--- src/rtl/uts_cfg.svh ---
// Register map, field positions, reset values and counter steps.
`ifndef UTS_CFG_SVH
`define UTS_CFG_SVH

// ----------------------------------------------------------------------
// Register byte offsets
// ----------------------------------------------------------------------
`define UTS_BDIV_ADDR 8'h00
`define UTS_LDIV_ADDR 8'h04
`define UTS_STAT_ADDR 8'h08
`define UTS_PULSE_LO 8'h40
`define UTS_PULSE_HI 8'h7c
`define UTS_TCC_ADDR 8'h80
`define UTS_TMS_ADDR 8'h84

// ----------------------------------------------------------------------
// Field positions
// ----------------------------------------------------------------------
`define UTS_TCC_TEST_EN 0
`define UTS_TCC_CLK_SRC 1
`define UTS_TCC_CLK_MODE 2
`define UTS_TMS_BYPASS 0
`define UTS_TMS_SIR_FDX 1
`define UTS_TMS_BAUD_NIB 2
`define UTS_TMS_LP_NIB 3
`define UTS_STAT_TCKEN 0
`define UTS_STAT_SIR_RX 1
`define UTS_STAT_TEST 2

// ----------------------------------------------------------------------
// Reset values
// ----------------------------------------------------------------------
`define UTS_TCC_RST 3'h0
`define UTS_TMS_RST 4'h0
`define UTS_BDIV_RST 16'h0010
`define UTS_LDIV_RST 8'h10

// ----------------------------------------------------------------------
// Counter decrement steps and bus answers
// ----------------------------------------------------------------------
`define UTS_BAUD_STEP_NIB 16'h1111
`define UTS_BAUD_STEP_ONE 16'h0001
`define UTS_LP_STEP_NIB 8'h11
`define UTS_LP_STEP_ONE 8'h01
`define UTS_RESP_OKAY 2'h0
`define UTS_RESP_SLVERR 2'h2

`endif

--- src/rtl/uts_pkg.sv ---
// Types shared by the test control block.
package uts_pkg;

  typedef struct packed {
    logic [7:0] awaddr;
    logic [31:0] wdata;
    logic [3:0] wstrb;
    logic aw_have;
    logic w_have;
    logic awready;
    logic wready;
    logic bvalid;
    logic [1:0] bresp;
    logic arready;
    logic rvalid;
    logic [31:0] rdata;
    logic [1:0] rresp;
    logic [2:0] tcc;
    logic [3:0] tms;
    logic [15:0] bdiv;
    logic [7:0] ldiv;
    logic access;
    logic access_hit;
    logic baud16;
    logic lp16;
    logic sir_rx_en;
  } uts_top_t;

endpackage

--- src/rtl/uts_top.sv ---
// Test control of a serial port with infrared encoder, on AXI4-Lite.
//
// Added by the designer: the AXI4-Lite register port.
`timescale 1ns/1ps
`include "uts_cfg.svh"
module uts_top (
  // Clock and reset
  input wire logic SYS_CLK,
  input wire logic RSTN,
  // Write address channel
  input wire logic S_AXI_AWVALID,
  output logic S_AXI_AWREADY,
  input wire logic [7:0] S_AXI_AWADDR,
  input wire logic [2:0] S_AXI_AWPROT,
  // Write data channel
  input wire logic S_AXI_WVALID,
  output logic S_AXI_WREADY,
  input wire logic [31:0] S_AXI_WDATA,
  input wire logic [3:0] S_AXI_WSTRB,
  // Write response channel
  output logic S_AXI_BVALID,
  input wire logic S_AXI_BREADY,
  output logic [1:0] S_AXI_BRESP,
  // Read address channel
  input wire logic S_AXI_ARVALID,
  output logic S_AXI_ARREADY,
  input wire logic [7:0] S_AXI_ARADDR,
  input wire logic [2:0] S_AXI_ARPROT,
  // Read data channel
  output logic S_AXI_RVALID,
  input wire logic S_AXI_RREADY,
  output logic [31:0] S_AXI_RDATA,
  output logic [1:0] S_AXI_RRESP,
  // Infrared path
  input wire logic SIR_TX_ACTIVE,
  output logic SIR_RX_ENABLE,
  // Clock enables towards the serial core
  output logic TEST_CLK_EN,
  output logic BAUD16_EN,
  output logic LOWPOWER16_EN
);

  // ----------------------------------------------------------------------
  // Address decoding
  // ----------------------------------------------------------------------

  function automatic logic is_pulse(input logic [7:0] addr);
    is_pulse = (addr >= `UTS_PULSE_LO) && (addr <= `UTS_PULSE_HI);
  endfunction

  function automatic logic is_mapped(input logic [7:0] addr);
    logic hit;
    hit = is_pulse(addr);
    hit = hit || (addr == `UTS_BDIV_ADDR);
    hit = hit || (addr == `UTS_LDIV_ADDR);
    hit = hit || (addr == `UTS_STAT_ADDR);
    hit = hit || (addr == `UTS_TCC_ADDR);
    hit = hit || (addr == `UTS_TMS_ADDR);
    is_mapped = hit;
  endfunction

  // ----------------------------------------------------------------------
  // State
  // ----------------------------------------------------------------------

  uts_pkg::uts_top_t q;
  uts_pkg::uts_top_t next_q;
  logic tcken;
  logic baud_tick;
  logic lp_tick;
  logic baud_cnt_en;
  logic lp_cnt_en;
  logic [15:0] baud_count;
  logic [7:0] lp_count;
  logic [31:0] rd_word;
  logic [7:0] rd_addr;
  logic wr_fire;
  logic wr_lane0;
  logic wr_lane1;

  // Protection bits carry no meaning for these registers.
  logic unused_prot;
  assign unused_prot = ^{S_AXI_AWPROT, S_AXI_ARPROT, baud_count, lp_count};

  // ----------------------------------------------------------------------
  // Test clock enable
  // ----------------------------------------------------------------------

  uts_tcken u_tcken (
    .clk(SYS_CLK),
    .rstn(RSTN),
    .test_en(q.tcc[`UTS_TCC_TEST_EN]),
    .clk_src(q.tcc[`UTS_TCC_CLK_SRC]),
    .clk_mode(q.tcc[`UTS_TCC_CLK_MODE]),
    .access(q.access),
    .access_hit(q.access_hit),
    .tcken(tcken)
  );

  // ----------------------------------------------------------------------
  // Baud and low-power counters
  // ----------------------------------------------------------------------

  // With bypass the baud counter freezes and the enable is used directly.
  assign baud_cnt_en = tcken && !q.tms[`UTS_TMS_BYPASS];
  assign lp_cnt_en = tcken;

  uts_downcnt #(
    .WIDTH(16),
    .STEP_NIB(`UTS_BAUD_STEP_NIB),
    .STEP_ONE(`UTS_BAUD_STEP_ONE)
  ) u_baud_cnt (
    .clk(SYS_CLK),
    .rstn(RSTN),
    .en(baud_cnt_en),
    .nibble(q.tms[`UTS_TMS_BAUD_NIB]),
    .reload(q.bdiv),
    .count(baud_count),
    .tick(baud_tick)
  );

  uts_downcnt #(
    .WIDTH(8),
    .STEP_NIB(`UTS_LP_STEP_NIB),
    .STEP_ONE(`UTS_LP_STEP_ONE)
  ) u_lp_cnt (
    .clk(SYS_CLK),
    .rstn(RSTN),
    .en(lp_cnt_en),
    .nibble(q.tms[`UTS_TMS_LP_NIB]),
    .reload(q.ldiv),
    .count(lp_count),
    .tick(lp_tick)
  );

  // ----------------------------------------------------------------------
  // Write decode
  // ----------------------------------------------------------------------

  // A write is performed once both halves are held and no answer waits.
  // Holding the response back keeps one write in flight at a time.
  assign wr_fire = q.aw_have && q.w_have && !q.bvalid;
  assign wr_lane0 = wr_fire && q.wstrb[0];
  assign wr_lane1 = wr_fire && q.wstrb[1];

  // ----------------------------------------------------------------------
  // Read data mux
  // ----------------------------------------------------------------------

  // The address is looked at only at the edge that takes it, so the live
  // bus value is enough and no address register is spent here.
  assign rd_addr = S_AXI_ARADDR;

  always_comb begin
    rd_word = 32'h00000000;
    case (rd_addr)
      `UTS_BDIV_ADDR: begin
        rd_word[15:0] = q.bdiv;
      end
      `UTS_LDIV_ADDR: begin
        rd_word[7:0] = q.ldiv;
      end
      `UTS_STAT_ADDR: begin
        rd_word[`UTS_STAT_TCKEN] = tcken;
        rd_word[`UTS_STAT_SIR_RX] = q.sir_rx_en;
        rd_word[`UTS_STAT_TEST] = q.tcc[`UTS_TCC_TEST_EN];
      end
      `UTS_TCC_ADDR: begin
        rd_word[2:0] = q.tcc;
      end
      `UTS_TMS_ADDR: begin
        // Bits above the mode field read as zero.
        rd_word[3:0] = q.tms;
      end
      default: begin
        rd_word = 32'h00000000;
      end
    endcase
  end

  // ----------------------------------------------------------------------
  // Next state
  // ----------------------------------------------------------------------

  always_comb begin
    next_q = q;
    next_q.access = 1'b0;
    next_q.access_hit = 1'b0;

    // Address and data are caught independently, in either order.
    if (S_AXI_AWVALID && q.awready) begin
      next_q.aw_have = 1'b1;
      next_q.awaddr = S_AXI_AWADDR;
    end
    if (S_AXI_WVALID && q.wready) begin
      next_q.w_have = 1'b1;
      next_q.wdata = S_AXI_WDATA;
      next_q.wstrb = S_AXI_WSTRB;
    end

    // Response retires before a new write may be performed.
    if (q.bvalid && S_AXI_BREADY) begin
      next_q.bvalid = 1'b0;
    end

    if (wr_fire) begin
      next_q.aw_have = 1'b0;
      next_q.w_have = 1'b0;
      next_q.bvalid = 1'b1;
      next_q.access = 1'b1;
      next_q.access_hit = is_pulse(q.awaddr);
      if (is_mapped(q.awaddr)) begin
        next_q.bresp = `UTS_RESP_OKAY;
      end else begin
        next_q.bresp = `UTS_RESP_SLVERR;
      end
    end

    // Lane 0 carries every narrow field; lane 1 only the divisor top.
    if (wr_lane0) begin
      case (q.awaddr)
        `UTS_BDIV_ADDR: begin
          next_q.bdiv[7:0] = q.wdata[7:0];
        end
        `UTS_LDIV_ADDR: begin
          next_q.ldiv = q.wdata[7:0];
        end
        `UTS_TCC_ADDR: begin
          next_q.tcc = q.wdata[2:0];
        end
        `UTS_TMS_ADDR: begin
          next_q.tms = q.wdata[3:0];
        end
        default: begin
          next_q.tms = q.tms;
        end
      endcase
    end
    if (wr_lane1 && (q.awaddr == `UTS_BDIV_ADDR)) begin
      next_q.bdiv[15:8] = q.wdata[15:8];
    end

    // Read channel: a new address is refused while data is outstanding.
    if (q.rvalid && S_AXI_RREADY) begin
      next_q.rvalid = 1'b0;
    end
    if (S_AXI_ARVALID && q.arready) begin
      next_q.rvalid = 1'b1;
      next_q.rdata = rd_word;
      next_q.access = 1'b1;
      // A write hit in the same cycle must not be lost to a read miss.
      next_q.access_hit = next_q.access_hit || is_pulse(S_AXI_ARADDR);
      if (is_mapped(S_AXI_ARADDR)) begin
        next_q.rresp = `UTS_RESP_OKAY;
      end else begin
        next_q.rresp = `UTS_RESP_SLVERR;
      end
    end

    next_q.awready = !next_q.aw_have && !next_q.bvalid;
    next_q.wready = !next_q.w_have && !next_q.bvalid;
    next_q.arready = !next_q.rvalid;

    // The bypass gives one baud16 enable per reference enable.
    if (q.tms[`UTS_TMS_BYPASS]) begin
      next_q.baud16 = tcken;
    end else begin
      next_q.baud16 = baud_tick;
    end
    next_q.lp16 = lp_tick;

    // Receive stays open during transmit only in full-duplex test.
    next_q.sir_rx_en = !SIR_TX_ACTIVE || q.tms[`UTS_TMS_SIR_FDX];
  end

  // ----------------------------------------------------------------------
  // State register
  // ----------------------------------------------------------------------

  always_ff @(posedge SYS_CLK or negedge RSTN) begin
    if (!RSTN) begin
      q <= '0;
      q.awready <= 1'b1;
      q.wready <= 1'b1;
      q.arready <= 1'b1;
      q.tcc <= `UTS_TCC_RST;
      q.tms <= `UTS_TMS_RST;
      q.bdiv <= `UTS_BDIV_RST;
      q.ldiv <= `UTS_LDIV_RST;
      q.sir_rx_en <= 1'b1;
    end else begin
      q <= next_q;
    end
  end

  // ----------------------------------------------------------------------
  // Outputs
  // ----------------------------------------------------------------------

  assign S_AXI_AWREADY = q.awready;
  assign S_AXI_WREADY = q.wready;
  assign S_AXI_BVALID = q.bvalid;
  assign S_AXI_BRESP = q.bresp;
  assign S_AXI_ARREADY = q.arready;
  assign S_AXI_RVALID = q.rvalid;
  assign S_AXI_RDATA = q.rdata;
  assign S_AXI_RRESP = q.rresp;
  assign SIR_RX_ENABLE = q.sir_rx_en;
  assign TEST_CLK_EN = tcken;
  assign BAUD16_EN = q.baud16;
  assign LOWPOWER16_EN = q.lp16;

endmodule // uts_top

--- src/rtl/uts_downcnt.sv ---
// Reloading down counter with a normal or nibble decrement step.
`timescale 1ns/1ps
module uts_downcnt #(
  parameter int WIDTH = 16,
  parameter logic [WIDTH-1:0] STEP_NIB = '1,
  parameter logic [WIDTH-1:0] STEP_ONE = '0
) (
  // Clock and reset
  input wire logic clk,
  input wire logic rstn,
  // Control
  input wire logic en,
  input wire logic nibble,
  input wire logic [WIDTH-1:0] reload,
  // Result
  output logic [WIDTH-1:0] count,
  output logic tick
);

  typedef struct packed {
    logic [WIDTH-1:0] cnt;
    logic tick;
  } uts_cnt_t;

  uts_cnt_t q;
  uts_cnt_t next_q;
  logic [WIDTH-1:0] step;

  assign step = nibble ? STEP_NIB : STEP_ONE;

  // Reaching or passing zero reloads, so a nibble step never wraps.
  always_comb begin
    next_q = q;
    next_q.tick = 1'b0;
    if (en) begin
      if (q.cnt <= step) begin
        next_q.cnt = reload;
        next_q.tick = 1'b1;
      end else begin
        next_q.cnt = q.cnt - step;
      end
    end
  end

  always_ff @(posedge clk or negedge rstn) begin
    if (!rstn) begin
      q <= '0;
    end else begin
      q <= next_q;
    end
  end

  assign count = q.cnt;
  assign tick = q.tick;

endmodule // uts_downcnt

--- src/rtl/uts_tcken.sv ---
// Test clock enable generator: free running, any-access strobe or pulse-hit strobe mode.
`timescale 1ns/1ps
module uts_tcken (
  // Clock and reset
  input wire logic clk,
  input wire logic rstn,
  // Mode bits
  input wire logic test_en,
  input wire logic clk_src,
  input wire logic clk_mode,
  // Bus access events
  input wire logic access,
  input wire logic access_hit,
  // Enable
  output logic tcken
);

  typedef struct packed {
    logic en;
  } uts_tck_t;

  uts_tck_t q;
  uts_tck_t next_q;

  always_comb begin
    next_q = q;
    if (!(test_en && clk_src)) begin
      next_q.en = 1'b1;
    end else if (clk_mode) begin
      next_q.en = access_hit;
    end else begin
      next_q.en = access;
    end
  end

  // Free running enable is the idle state, so reset leaves it high.
  always_ff @(posedge clk or negedge rstn) begin
    if (!rstn) begin
      q <= 1'b1;
    end else begin
      q <= next_q;
    end
  end

  assign tcken = q.en;

endmodule // uts_tcken

--- config.mk ---
export PLATFORM = sky130hd
export DESIGN_NAME = uts_top
export DESIGN_NICKNAME = d
export VERILOG_FILES = /design/src/rtl/uts_pkg.sv /design/src/rtl/uts_top.sv /design/src/rtl/uts_downcnt.sv /design/src/rtl/uts_tcken.sv
export VERILOG_INCLUDE_DIRS = /design/src /design/src/rtl
export SDC_FILE = /design/constraint.sdc
export NUM_CORES = 1
export LEC_CHECK = 0
export BUFFER_PORTS_ARGS = -buffer_cell sky130_fd_sc_hd__buf_2
export CAP_MARGIN = 20
export CORE_UTILIZATION = 45
export CTS_BUF_LIST = sky130_fd_sc_hd__clkbuf_16
export CTS_CLUSTER_SIZE = 8
export DETAILED_ROUTE_END_ITERATION = 6
export PLACE_DENSITY = 0.67
export SLEW_MARGIN = 30
export SYNTH_ARGS = -nofsm -noshare
export SYNTH_HDL_FRONTEND = slang
export SYNTH_SLANG_ARGS = --single-unit
--- constraint.sdc ---
create_clock -name SYS_CLK -period 3.7 [get_ports SYS_CLK]
set_clock_uncertainty 0.15 [all_clocks]
set_input_delay 0.555 -clock SYS_CLK [delete_from_list [all_inputs] [get_ports SYS_CLK]]
set_output_delay 0.555 -clock SYS_CLK [all_outputs]
set_load 0.01 [all_outputs]
# After elaboration in Yosys (flattened, before gate mapping)

Cells that the tools add are included.

Bits in latches: 0
Flip-flop bits (word level): 116
Logic and storage cells: 111
Input bits: 66
Output and inout bits: 45
Memory bits (read-only): 0
RAM bits: 0
Memories kept: 0

$add $sub $neg: 2
Shift operators: 0
Bitwise gates (word level): 0
Reductions and logical operators: 41
Muxes and demuxes: 26
Div/mod/pow operators: 0
Equal/unequal tests: 8
$mul: 0
Order comparisons: 6

Operator list:

| cell                 | count |
|---|---|
| $mux W35             | 1 |
| $eq A8 B8 Y1 const B | 4 |
| $eq A8 B3 Y1 const B | 2 |
| $eq A8 B4 Y1 const B | 2 |
| $ge A8 B7 Y1 const B | 2 |
| $le A16 B13 Y1       | 1 |
| $le A8 B7 Y1 const B | 2 |
| $logic_and A1 B1 Y1  | 16 |
| $logic_not A8 Y1     | 2 |
| $mux W16             | 1 |
| $mux W8              | 2 |
| $sub A16 B13 Y16     | 1 |
| $pmux W3 S5          | 1 |
| $mux W13             | 1 |
| $logic_or A1 B1 Y1   | 12 |
| $mux W1              | 11 |
| $mux W2              | 5 |
| $le A8 B5 Y1         | 1 |
| $pmux W4 S2          | 1 |
| $reduce_and A2 Y1    | 4 |
| $sub A8 B5 Y8        | 1 |
| $logic_not A1 Y1     | 7 |
| $mux W5              | 1 |
| $mux W3              | 1 |
| $pmux W1 S3          | 1 |

# Longest topological paths before layout

Gate-level depths: netlist (run 1).

Depth in word-level cells: 11
Mapped depth: 10

# Cells and area by module

Synthesis (run 1) repeated with hierarchy kept, for this count alone.

Cells, all modules: 497
Area total of the unflattened synthesis: 5634.2 um^2

By module, submodules not included:

| module                   | cells an instance | area each (um^2) | times used |
|---|---|---|---|
| uts_top                  | 291               | 3784.9           | 1 |
| uts_downcnt (u_baud_cnt) | 138               | 1224.9           | 1 |
| uts_downcnt (u_lp_cnt)   | 65                | 583.1            | 1 |
| uts_tcken                | 3                 | 41.3             | 1 |

# Worst setup path before layout (run 1)

Ideal clock, no wire load.

Kind: flip-flop to flip-flop
Start: register u_baud_cnt.q, in the netlist u_baud_cnt.count[0]
End: register u_baud_cnt.q, in the netlist u_baud_cnt.count[10]
Library setup time: 125 ps
Setup slack: 927 ps
Path buffers: 1
Cell stages (with the launch flop): 10
Data arrival time: 2499 ps
Cell sequence: dfrtp_1 > inv_1 > ha_1 > or3b_4 > a211o_1 > a2111o_1 > and2_4 > buf_6 > nor2_2 > mux2_2

Cells in the longest elaborated chain, start to end: 2

Ends and longest elaborated chain:

| element                                                   | RTL line                             | text |
|---|---|---|
| start, declared                                           | uts_downcnt.sv:25                    | `uts_cnt_t q;` |
| start signal, assigned                                    | uts_downcnt.sv:49                    | `q <= next_q;` |
| $sub A16 B13 Y16 / $le A16 B13 Y1 (equally long branches) | uts_downcnt.sv:40, uts_downcnt.sv:36 |  |
| $mux W16 (*)                                              | uts_downcnt.sv:36                    | `if (q.cnt <= step) begin` |

Every way passes the cells marked *; elsewhere a longest branch is shown, timed or not.
A chain may end at the register's enable or synchronous reset.

# Worst setup path in the final report (run 1)

Start: register u_baud_cnt.q, in the netlist u_baud_cnt.count[1]
End: register u_baud_cnt.q, in the netlist u_baud_cnt.count[9]

Same word-level chain as after synthesis.

==> out/qor.txt, run 1 <==
status: finished clean
vias in the first global route: 3974
number of buffers inserted for hold repair after clock tree synthesis: 0
average wire per standard cell: 16.3 um
mean cell area of the mapped netlist: 10.8 um2
Slew @ Worst Pin: 0.868 ns
clock power share: 29.6%
number of sinks on the clock net: 114
delay-heaviest family, CP: compound AO/OA/AOI/OAI gates
wirelength, routed: 11800 um
largest net degree at the start of global routing: 59
CTS Root Cell: sky130_fd_sc_hd__clkbuf_16
n_diodes: 0
Critical Path Max Stage Delay: 0.50 ns
I/O Buffers: 68
combinational share of power: 26.3%
antenna violation net count after detailed routing: 0
buffer and inverter count on the worst path: 1
count of mapped cells out of synthesis: 510
HP Class: primary input to asynchronous set/reset pin
CP arrival: 3.22 ns
leakage power: 0.00298 uW
core utilization of the finished layout: 52.5%
peak supply drop: 0.000392 V
final setup violation count: 0
predominant post-synthesis flop cell: sky130_fd_sc_hd__dfrtp_1
Fin. Hold Viols: 0
unrepaired setup endpoints after global routing: no
net count of the finished layout: 639
first-pass GRT wire length: 19700 um
remaining max-slew budget at the tightest pin: 41.8%
total DRC errors in the routed layout: 0
Sw Share: 33.2%
cell area after synthesis: 0.00553 mm2
final worst-path setup slack: 0.653 ns
final period demand of the worst path: 3.05 ns
maximum clock path buffer count: 2
CTS tree: done
antenna violations before repair: 0
count of flip-flops with a built-in enable after synthesis: 0
First-pass DRT Iterations: 5
max-cap check violation count: 0
CTS Buf Count: 17
Pins Over Slew Limit: 0
number of storage elements in the synthesis netlist: 114
achievable clock frequency: 0.328 GHz
final worst hold slack: 0.0556 ns
nature of the critical path startpoint: flop
I/O pin cnt: 111
source-to-sink clock delay at the later pin of the worst-skew pair: 0.42 ns
startpoint-to-endpoint class of the critical path: flop to flop
area added between synthesis and finish: 14.0%
initial standard-cell utilization of the core: 46.0%
Final GP Congestion: 0.864
die outline width: 113 um
Power Dens Cells: 723 mW/mm2
maximum level of the CTS H-tree: 4
internal power: 3050 uW
vertical extent of the die: 113 um
final standard cell area without fillers: 0.00631 mm2
switching component of the power: 1510 uW
count of synthesis-stage warnings from yosys: 0
postcts setup bufs: 0
data required time of the critical path: 3.87 ns
Iter 0 DRT Violations: 239
proportion of synthesized flip-flops having asynchronous set or reset: 100%
clock slew seen by the registers of the worst setup and hold paths: 0.05 ns
cell chain of the critical path: inv_1 -> ha_1 -> or3b_4 -> a211o_1 -> a2111o_1 -> nand2_1 -> o21ai_0 -> a22oi_1
routed vias/inst: 5.49
synth unique cells: 58
part of the total power dissipated in sequential elements: 44.1%
setup slack at placement: 0.640 ns
total core area: 0.0120 mm2
cell type of the slowest stage on the worst timing path: sky130_fd_sc_hd__a2111o_1
fraction of layout cells with a size suffix above 1: 29.9%
total number of vias: 3977
Tot GR Track Use: 20.3%
Final period util: 82.3%
post-cts gate resize count: 0
part of the Yosys area used for sequential elements: 51.7%
crit path capture type: flop
Rows: 40
die area: 0.0127 mm2
dpl cell area: 0.00582 mm2
gr ovfl total: 0
detailed placer's ending HPWL: 7840 um
maximum net fanout on the critical path: 17
final setup TNS: 0 ns
cells by family (layout without fill, tap and decap cells):
group	Yosys count	count (layout)	synth area share (%)
AND/OR/NAND/NOR	136	136	12.0
adder cells (fa/ha/maj)	8	8	1.81
multiplexers	69	69	13.9
flip-flops	114	114	51.7
AO/OA/AOI/OAI	104	104	12.1
XOR/XNOR	4	4	0.634
buffers and inverters	74	125	7.76
other	1	18	0.0678
routing by layer:
layer / vias up / global-route usage, % / routed length [um]
li1: 1889 / - / -
met1: 1965 / 25.3 / 5210
met2: 116 / 33.5 / 5860
met3: 7 / 5.73 / 629
met4: 0 / 8.16 / 86
met5: - / 0 / 0
Yosys cell counts, types with 3 or more instances:
library cell / number / area [um2]
sky130_fd_sc_hd__dfrtp_1: 107 / 2680
sky130_fd_sc_hd__mux2_2: 63 / 709
sky130_fd_sc_hd__nand2_1: 51 / 191
sky130_fd_sc_hd__o21ai_0: 40 / 200
sky130_fd_sc_hd__buf_4: 36 / 270
sky130_fd_sc_hd__nor2_1: 25 / 93.8
sky130_fd_sc_hd__inv_1: 21 / 78.8
sky130_fd_sc_hd__a21oi_1: 15 / 75.1
sky130_fd_sc_hd__clkbuf_1: 14 / 52.6
sky130_fd_sc_hd__nand3_1: 14 / 70.1
sky130_fd_sc_hd__a22oi_1: 11 / 82.6
sky130_fd_sc_hd__nor3_1: 11 / 55.1
sky130_fd_sc_hd__ha_1: 8 / 100
sky130_fd_sc_hd__dfstp_2: 7 / 184
sky130_fd_sc_hd__nand4_1: 7 / 43.8
sky130_fd_sc_hd__mux2i_1: 6 / 60.1
sky130_fd_sc_hd__a31oi_1: 5 / 31.3
sky130_fd_sc_hd__nor4_1: 5 / 31.3
sky130_fd_sc_hd__a211oi_1: 4 / 30.0
sky130_fd_sc_hd__a221oi_1: 4 / 35.0
sky130_fd_sc_hd__nor2b_1: 4 / 25.0
sky130_fd_sc_hd__or3_1: 4 / 25.0
sky130_fd_sc_hd__a32o_1: 3 / 30.0
power groups by stage:
stage          registers [uW]  logic [uW]  clock network (uW)
2_1_floorplan            1890         988                   0
3_3_place_gp             1990        1140                   0
3_5_place_dp             2010        1200                   0
4_1_cts                  2010        1200                1380
5_1_grt                  2070        1350                1440
6_report                 2010        1200                1350
layout by cell type (no fill, tap or decap), drive strengths merged, types with 3 or more instances in the layout:
| cell | count |
|---|---|
| conb | 18 |
| or3 | 5 |
| nor4 | 6 |
| a22oi | 11 |
| buf | 72 |
| ha | 8 |
| dfstp | 7 |
| nor3 | 12 |
| nor2 | 26 |
| inv | 26 |
| mux2 | 63 |
| a32o | 3 |
| nor2b | 4 |
| nand3 | 14 |
| clkbuf | 17 |
| a211oi | 4 |
| nand4 | 7 |
| clkinv | 9 |
| a21oi | 16 |
| o21ai | 41 |
| mux2i | 6 |
| nor3b | 3 |
| dfrtp | 107 |
| a31oi | 5 |
| nand2 | 51 |
| a221oi | 4 |
state kept, by name (all words and copies together) (netlist names):
name / flops
S_AXI_RRESP: 1
S_AXI_ARREADY: 1
BAUD16_EN: 1
u_lp_cnt.count: 8
S_AXI_WREADY: 1
S_AXI_AWREADY: 1
q: 61
S_AXI_BVALID: 1
SIR_RX_ENABLE: 1
S_AXI_RDATA: 16
u_baud_cnt.tick: 1
u_baud_cnt.count: 16
u_tcken.tcken: 1
u_lp_cnt.tick: 1
LOWPOWER16_EN: 1
S_AXI_BRESP: 1
S_AXI_RVALID: 1
per-stage QoR:
step           total power (uW)  std cells
4_1_cts                    4600        725
3_5_place_dp               3210        693
5_1_grt                    4860        725
6_report                   4560        725
3_3_place_gp               3130        693
2_1_floorplan              2880        527
layout make-up:
| type | count | area, um2 |
|---|---|---|
| clock inverter | 15 | 63.8 |
| clock buffer | 17 | 425 |
| inverter | 21 | 78.8 |
| multi-input combinational | 339 | 2310 |
| fill | 1085 | 5710 |
| timing repair buffer | 72 | 385 |
| sequential | 114 | 2860 |
| tap | 147 | 184 |
final timing paths:
kind	from	slack, ns	depth (start not counted)	endpoint
worst min register to register	u_lp_cnt.tick	0.20	0	LOWPOWER16_EN
max in group asynchronous	RSTN	2.55	2	SIR_RX_ENABLE
worst max-delay path	u_baud_cnt.count[1]	0.65	8	u_baud_cnt.count[9]
worst min-delay path	RSTN	0.06	1	q[24]
min in group SYS_CLK	SIR_TX_ACTIVE	0.12	2	SIR_RX_ENABLE
worst max register to register	u_baud_cnt.count[1]	0.65	8	u_baud_cnt.count[9]
Note: power is estimated with default switching activity, not from simulation.
==> run 2, diff against run 1 <==
==> constraint.sdc (replaced) <==
create_clock -name SYS_CLK -period 3.05 [get_ports SYS_CLK]
set_clock_uncertainty 0.15 [all_clocks]
set_input_delay 0.4575 -clock SYS_CLK [delete_from_list [all_inputs] [get_ports SYS_CLK]]
set_output_delay 0.4575 -clock SYS_CLK [all_outputs]
set_load 0.01 [all_outputs]
==> out/qor.txt, run 2 (synthesis results as in run 1) <==
total DRC errors in the routed layout: 1 (+1)
internal power: 3990 uW (+31%)
unrepaired setup endpoints after global routing: no
clock power share: 32.8% (+3.2 points)
Final GP Congestion: 0.894 (+3.4%)
antenna violations before repair: 0 (unchanged)
I/O Buffers: 68 (unchanged)
Power Dens Cells: 902 mW/mm2 (+25%)
Fin. Hold Viols: 0 (unchanged)
leakage power: 0.00307 uW (+3.2%)
area added between synthesis and finish: 17.3%
Iter 0 DRT Violations: 272 (+14%)
final setup violation count: 0 (unchanged)
CP arrival: 3.07 ns (-0.15 ns)
crit path capture type: flop
number of flip-flops under the largest register name: 61 (unchanged)
final period demand of the worst path: 2.92 ns (-0.130 ns)
wirelength, routed: 12000 um (+1.6%)
total number of vias: 4045 (+1.7%)
die area: 0.0127 mm2 (unchanged)
status: complete, but fails checks
net count of the finished layout: 653 (+2.2%)
maximum net fanout on the critical path: 13 (-4)
most frequent standard cell in the layout excluding fill and tap cells: sky130_fd_sc_hd__dfrtp_1
Sw Share: 31.8% (-1.3 points)
non-filler instance count after layout: 739 (+1.9%)
die outline width: 113 um (unchanged)
cell count of the worst hold path: 2
peak supply drop: 0.000521 V (+33%)
Worst R2R Path Depth: 8 (unchanged)
maximum level of the CTS H-tree: 4 (unchanged)
achievable clock frequency: 0.343 GHz (+4.5%)
source-to-sink clock delay at the later pin of the worst-skew pair: 0.41 ns (about the same)
combinational share of power: 25.7% (-0.6 points)
n_diodes: 0 (unchanged)
switching component of the power: 1860 uW (+23%)
data required time of the critical path: 3.20 ns (-0.67 ns)
number of sinks on the clock net: 114 (unchanged)
fraction of layout cells with a size suffix above 1: 31.9% (+2.0 points)
largest reg by FF count: q
Final period util: 95.6% (+13 points)
maximum clock path buffer count: 2 (unchanged)
largest net degree at the start of global routing: 45 (-24%)
Rows: 40 (unchanged)
clock slew seen by the registers of the worst setup and hold paths: 0.05 ns (about the same)
startpoint-to-endpoint class of the critical path: flop to flop
commonest cells after routing, fill and taps aside: 107 x sky130_fd_sc_hd__dfrtp_1, 67 x sky130_fd_sc_hd__buf_2, 63 x sky130_fd_sc_hd__mux2_2
post-cts gate resize count: 0 (unchanged)
initial standard-cell utilization of the core: 46.0% (unchanged)
CTS Root Cell: sky130_fd_sc_hd__clkbuf_16
violations in the final reports: design-rule violations
number of buffers inserted for hold repair after clock tree synthesis: 1 (+1)
max-cap check violation count: 0 (unchanged)
remaining max-slew budget at the tightest pin: 55.3% (+14 points)
Pins Over Slew Limit: 0 (unchanged)
first-pass GRT wire length: 20400 um (+3.4%)
Tot GR Track Use: 20.9% (+0.56 points)
Slew @ Worst Pin: 0.654 ns (-0.215 ns)
vias in the first global route: 4191 (+5.5%)
CTS tree: done
part of the total power dissipated in sequential elements: 41.5% (-2.6 points)
I/O pin cnt: 111 (unchanged)
total core area: 0.0120 mm2 (unchanged)
postcts setup bufs: 0 (unchanged)
CTS Buf Count: 17 (unchanged)
routed vias/inst: 5.47 (-0.22%)
gr ovfl total: 0 (unchanged)
nature of the critical path startpoint: flop
antenna violation net count after detailed routing: 0 (unchanged)
average wire per standard cell: 16.2 um (-0.35%)
HP Class: primary input to flop
First-pass DRT Iterations: 7 (+2)
detailed placer's ending HPWL: 8460 um (+8.0%)
vertical extent of the die: 113 um (unchanged)
final setup TNS: 0 ns (unchanged)
Post-Place Cells: 706 (+1.9%)
[run 2: cell count changes in the layout (fill, tap and decap cells not counted)]
cell / delta
sky130_fd_sc_hd__and2_1: +1
sky130_fd_sc_hd__and2_2: -1
sky130_fd_sc_hd__buf_12: -1
sky130_fd_sc_hd__buf_4: +14
sky130_fd_sc_hd__bufinv_16: +3
sky130_fd_sc_hd__clkinv_1: -3
sky130_fd_sc_hd__clkinv_4: +1
sky130_fd_sc_hd__clkinvlp_4: +1
sky130_fd_sc_hd__dlygate4sd3_1: +1
sky130_fd_sc_hd__inv_1: -2
sky130_fd_sc_hd__nand2_1: +1
sky130_fd_sc_hd__nand2_2: -1
[run 2: per-layer routing]
layer | share of wire (%) | GRT usage (%) | vias up | wire length [um]
met4 | 1.7 | 9.65 | 0 | 198
met5 | 0 | 0 | - | 0
met3 | 5.2 | 5.41 | 15 | 620
met1 | 44 | 25.7 | 1991 | 5300
li1 | - | - | 1917 | -
met2 | 49 | 34.5 | 122 | 5860
[run 2: final timing paths]
| kind | start | end | slack (ns) |
|---|---|---|---|
| setup / recovery | u_baud_cnt.count[1] | u_baud_cnt.count[10] | 0.13 |
| hold / removal | SIR_TX_ACTIVE | SIR_RX_ENABLE | 0.03 |
| hold reg to reg | u_lp_cnt.tick | LOWPOWER16_EN | 0.20 |
| min in group asynchronous | RSTN | u_baud_cnt.count[11] | 0.43 |
| setup reg to reg | u_baud_cnt.count[1] | u_baud_cnt.count[10] | 0.13 |
| max in group asynchronous | RSTN | SIR_RX_ENABLE | 1.55 |
[run 2: power by group through the flow]
stage / combinational, uW / clock [uW] / sequential [uW]
after CTS: 1510 / 1970 / 2420
after global routing: 1690 / 2030 / 2490
after floorplan: 1200 / 0 / 2300
after detailed placement: 1510 / 0 / 2440
final: 1500 / 1920 / 2430
after global placement: 1420 / 0 / 2420
[run 2: final cells by class]
type,instances,area (um2)
Timing Repair Buffer,86,480
Multi-Input combinational cell,339,2300
Clock inverter,15,151
Tap cell,147,184
Fill cell,1070,5530
Inverter,21,78.8
Sequential cell,114,2860
Clock buffer,17,425
[run 2: critical path, stage by stage, from the launching register on]
cell and delay (ns):
sky130_fd_sc_hd__dfrtp_1 0.41, sky130_fd_sc_hd__inv_1 0.09, sky130_fd_sc_hd__ha_1 0.17, sky130_fd_sc_hd__or3b_4 0.40
sky130_fd_sc_hd__a211o_1 0.37, sky130_fd_sc_hd__a2111o_1 0.50, sky130_fd_sc_hd__and2_4 0.24, sky130_fd_sc_hd__nor2_2 0.12
sky130_fd_sc_hd__mux2_2 0.33
[run 2: through the flow]
stage | hold slack (ns) | util, % | setup WS [ns] | power (uW) | instance area [um2]
CTS | 0.0151 | 54.0 | 0.145 | 5900 | 6480
global route | 0.0379 | 54.0 | 0.00698 | 6220 | 6480
floorplan | 0.0119 | - | 0.277 | 3500 | 5590
finish | 0.0283 | 54.0 | 0.133 | 5850 | 6480
global placement | 0.183 | 49.1 | 0.205 | 3830 | 5900
detailed placement | 0.191 | 49.1 | 0.171 | 3950 | 5900
==> run 3, diff against run 2 <==
--- a/config.mk
+++ b/config.mk
@@ -13,6 +13,7 @@
 export CTS_CLUSTER_SIZE = 8
 export DETAILED_ROUTE_END_ITERATION = 6
 export PLACE_DENSITY = 0.67
+export SETUP_SLACK_MARGIN = 0.5
 export SLEW_MARGIN = 30
 export SYNTH_ARGS = -nofsm -noshare
 export SYNTH_HDL_FRONTEND = slang
==> out/qor.txt, run 3 (synthesis results as in run 1) <==
status: complete, but fails checks
violations in the final reports: negative hold slack
die outline width: 113 um (unchanged)
CP arrival: 2.87 ns (-0.20 ns)
commonest cells after routing, fill and taps aside: 107 x sky130_fd_sc_hd__dfrtp_1, 67 x sky130_fd_sc_hd__buf_2, 62 x sky130_fd_sc_hd__mux2_2
wirelength, routed: 12900 um (+7.8%)
source-to-sink clock delay at the later pin of the worst-skew pair: 0.41 ns (about the same)
CTS Buf Count: 17 (unchanged)
number of sinks on the clock net: 114 (unchanged)
maximum level of the CTS H-tree: 4 (unchanged)
final period demand of the worst path: 2.74 ns (-0.181 ns)
end of the worst register-to-register path: u_baud_cnt.count[10]
crit path capture type: flop
vertical extent of the die: 113 um (unchanged)
die area: 0.0127 mm2 (unchanged)
routed vias/inst: 5.61 (+2.6%)
total DRC errors in the routed layout: 0 (-1)
Iter 0 DRT Violations: 224 (-18%)
Final GP Congestion: 0.876 (-1.9%)
clock slew seen by the registers of the worst setup and hold paths: 0.05 ns (about the same)
Pins Over Slew Limit: 0 (unchanged)
average wire per standard cell: 17.0 um (+4.9%)
area added between synthesis and finish: 22.3%
Power Dens Cells: 886 mW/mm2 (-1.8%)
achievable clock frequency: 0.366 GHz (+6.6%)
maximum net fanout on the critical path: 5 (-8)
Slew @ Worst Pin: 0.766 ns (+0.112 ns)
CTS tree: done
final worst hold slack: -0.0190 ns (-0.0472 ns)
Fin. Hold Viols: 28 (+28)
initial standard-cell utilization of the core: 46.0% (unchanged)
data required time of the critical path: 3.18 ns (-0.02 ns)
largest reg by FF count: q
vias in the first global route: 4126 (-1.6%)
leakage power: 0.00318 uW (+3.6%)
Setup crit start: u_baud_cnt.count[1]
remaining max-slew budget at the tightest pin: 48.9% (-6.4 points)
First-pass DRT Iterations: 7 (unchanged)
Final period util: 89.7% (-5.9 points)
maximum clock path buffer count: 2 (unchanged)
number of flip-flops under the largest register name: 61 (unchanged)
first-pass GRT wire length: 20500 um (+0.64%)
gr ovfl total: 0 (unchanged)
final setup TNS: 0 ns (unchanged)
antenna violation net count after detailed routing: 0 (unchanged)
Rows: 40 (unchanged)
reg-to-reg setup timing slack: 0.31 ns (+0.18 ns)
unrepaired setup endpoints after global routing: yes
net count of the finished layout: 676 (+3.5%)
dpl cell area: 0.00592 mm2 (+0.45%)
start of the worst register-to-register path: u_baud_cnt.count[1]
detailed placer's ending HPWL: 8370 um (-1.0%)
startpoint-to-endpoint class of the critical path: flop to flop
n_diodes: 0 (unchanged)
nature of the critical path startpoint: flop
end point of the critical path: u_baud_cnt.count[10]
Worst R2R Path Depth: 8 (unchanged)
largest net degree at the start of global routing: 61 (+36%)
CTS Root Cell: sky130_fd_sc_hd__clkbuf_16
HP Class: primary input to asynchronous set/reset pin
final standard cell area without fillers: 0.00677 mm2 (+4.3%)
peak supply drop: 0.000460 V (-12%)
I/O pin cnt: 111 (unchanged)
Post-Place Cells: 705 (-0.14%)
Tot GR Track Use: 20.9% (+0.066 points)
total core area: 0.0120 mm2 (unchanged)
most frequent standard cell in the layout excluding fill and tap cells: sky130_fd_sc_hd__dfrtp_1
non-filler instance count after layout: 759 (+2.7%)
antenna violations before repair: 0 (unchanged)
fraction of layout cells with a size suffix above 1: 37.7% (+5.8 points)
I/O Buffers: 68 (unchanged)
final setup violation count: 0 (unchanged)
total number of vias: 4261 (+5.3%)
max-cap check violation count: 0 (unchanged)
-- run 3: cell count changes in the layout (fill, tap and decap cells not counted), sizes merged --
cell	delta
and2	+1
buf	+23
bufinv	-2
clkinv	+1
clkinvlp	-1
dlygate4sd3	-1
inv	-1
-- run 3: metal layers --
layer	routed length [um]	vias up	track usage, %
met2	6400	149	33.8
met3	704	18	5.68
met1	5590	2135	27.1
met4	212	0	7.89
li1	-	1959	-
met5	0	-	0
-- run 3: worst min path at each step --
stage	slack, ns	cells after the start	from	end
after global placement	0.18	0	u_lp_cnt.tick	LOWPOWER16_EN
after detailed placement	0.18	0	u_lp_cnt.tick	LOWPOWER16_EN
after floorplan	0.01	0	RSTN	BAUD16_EN
after CTS	0.006	1	RSTN	S_AXI_RDATA[11]
final	-0.02	1	RSTN	S_AXI_RDATA[11]
after global routing	0.03	1	RSTN	S_AXI_RDATA[11]
-- run 3: layout make-up --
| cell class | instances | area [um2] |
|---|---|---|
| Multi-Input combinational cell | 340 | 2450 |
| Tap cell | 147 | 184 |
| Clock inverter | 12 | 78.8 |
| Fill cell | 1001 | 5250 |
| Sequential cell | 114 | 2860 |
| Clock buffer | 17 | 425 |
| Inverter | 21 | 78.8 |
| Timing Repair Buffer | 108 | 687 |
-- run 3: metrics by stage --
stage	total power [uW]	hold slack [ns]	util, %	setup slack (ns)
3_5_place_dp	3940	0.185	49.3	0.256
6_report	6000	-0.0190	56.3	0.314
4_1_cts	5800	0.00577	55.1	0.393
2_1_floorplan	3510	0.0119	-	0.388
3_3_place_gp	3850	0.185	49.3	0.306
5_1_grt	6350	0.0310	56.3	0.261
-- run 3: where the power goes --
group	internal (uW)	switching [uW]	total [uW]	leakage, uW
clock	1070	616	1690	0.000254
combinational	969	883	1850	0.00149
sequential	1990	465	2450	0.00144
total	4030	1960	6000	0.00318
-- run 3: repair_timing --
item / 4_1_cts / 5_1_grt
pin swaps: 6 / 8
resized for setup: 13 / 21
hold buffers: 0 / 0
setup endpoints to repair: 16 / 16
gates cloned: 1 / 0
buffers inserted: 17 / 7
-- run 3: critical path, stage by stage, from the launching register on --
cell                       delay, ns
sky130_fd_sc_hd__dfrtp_1        0.40
sky130_fd_sc_hd__inv_2          0.09
sky130_fd_sc_hd__ha_4           0.13
sky130_fd_sc_hd__or3b_4         0.40
sky130_fd_sc_hd__a211o_4        0.35
sky130_fd_sc_hd__a2111o_1       0.46
sky130_fd_sc_hd__and2_4         0.22
sky130_fd_sc_hd__nor2_4         0.12
sky130_fd_sc_hd__mux2_4         0.30
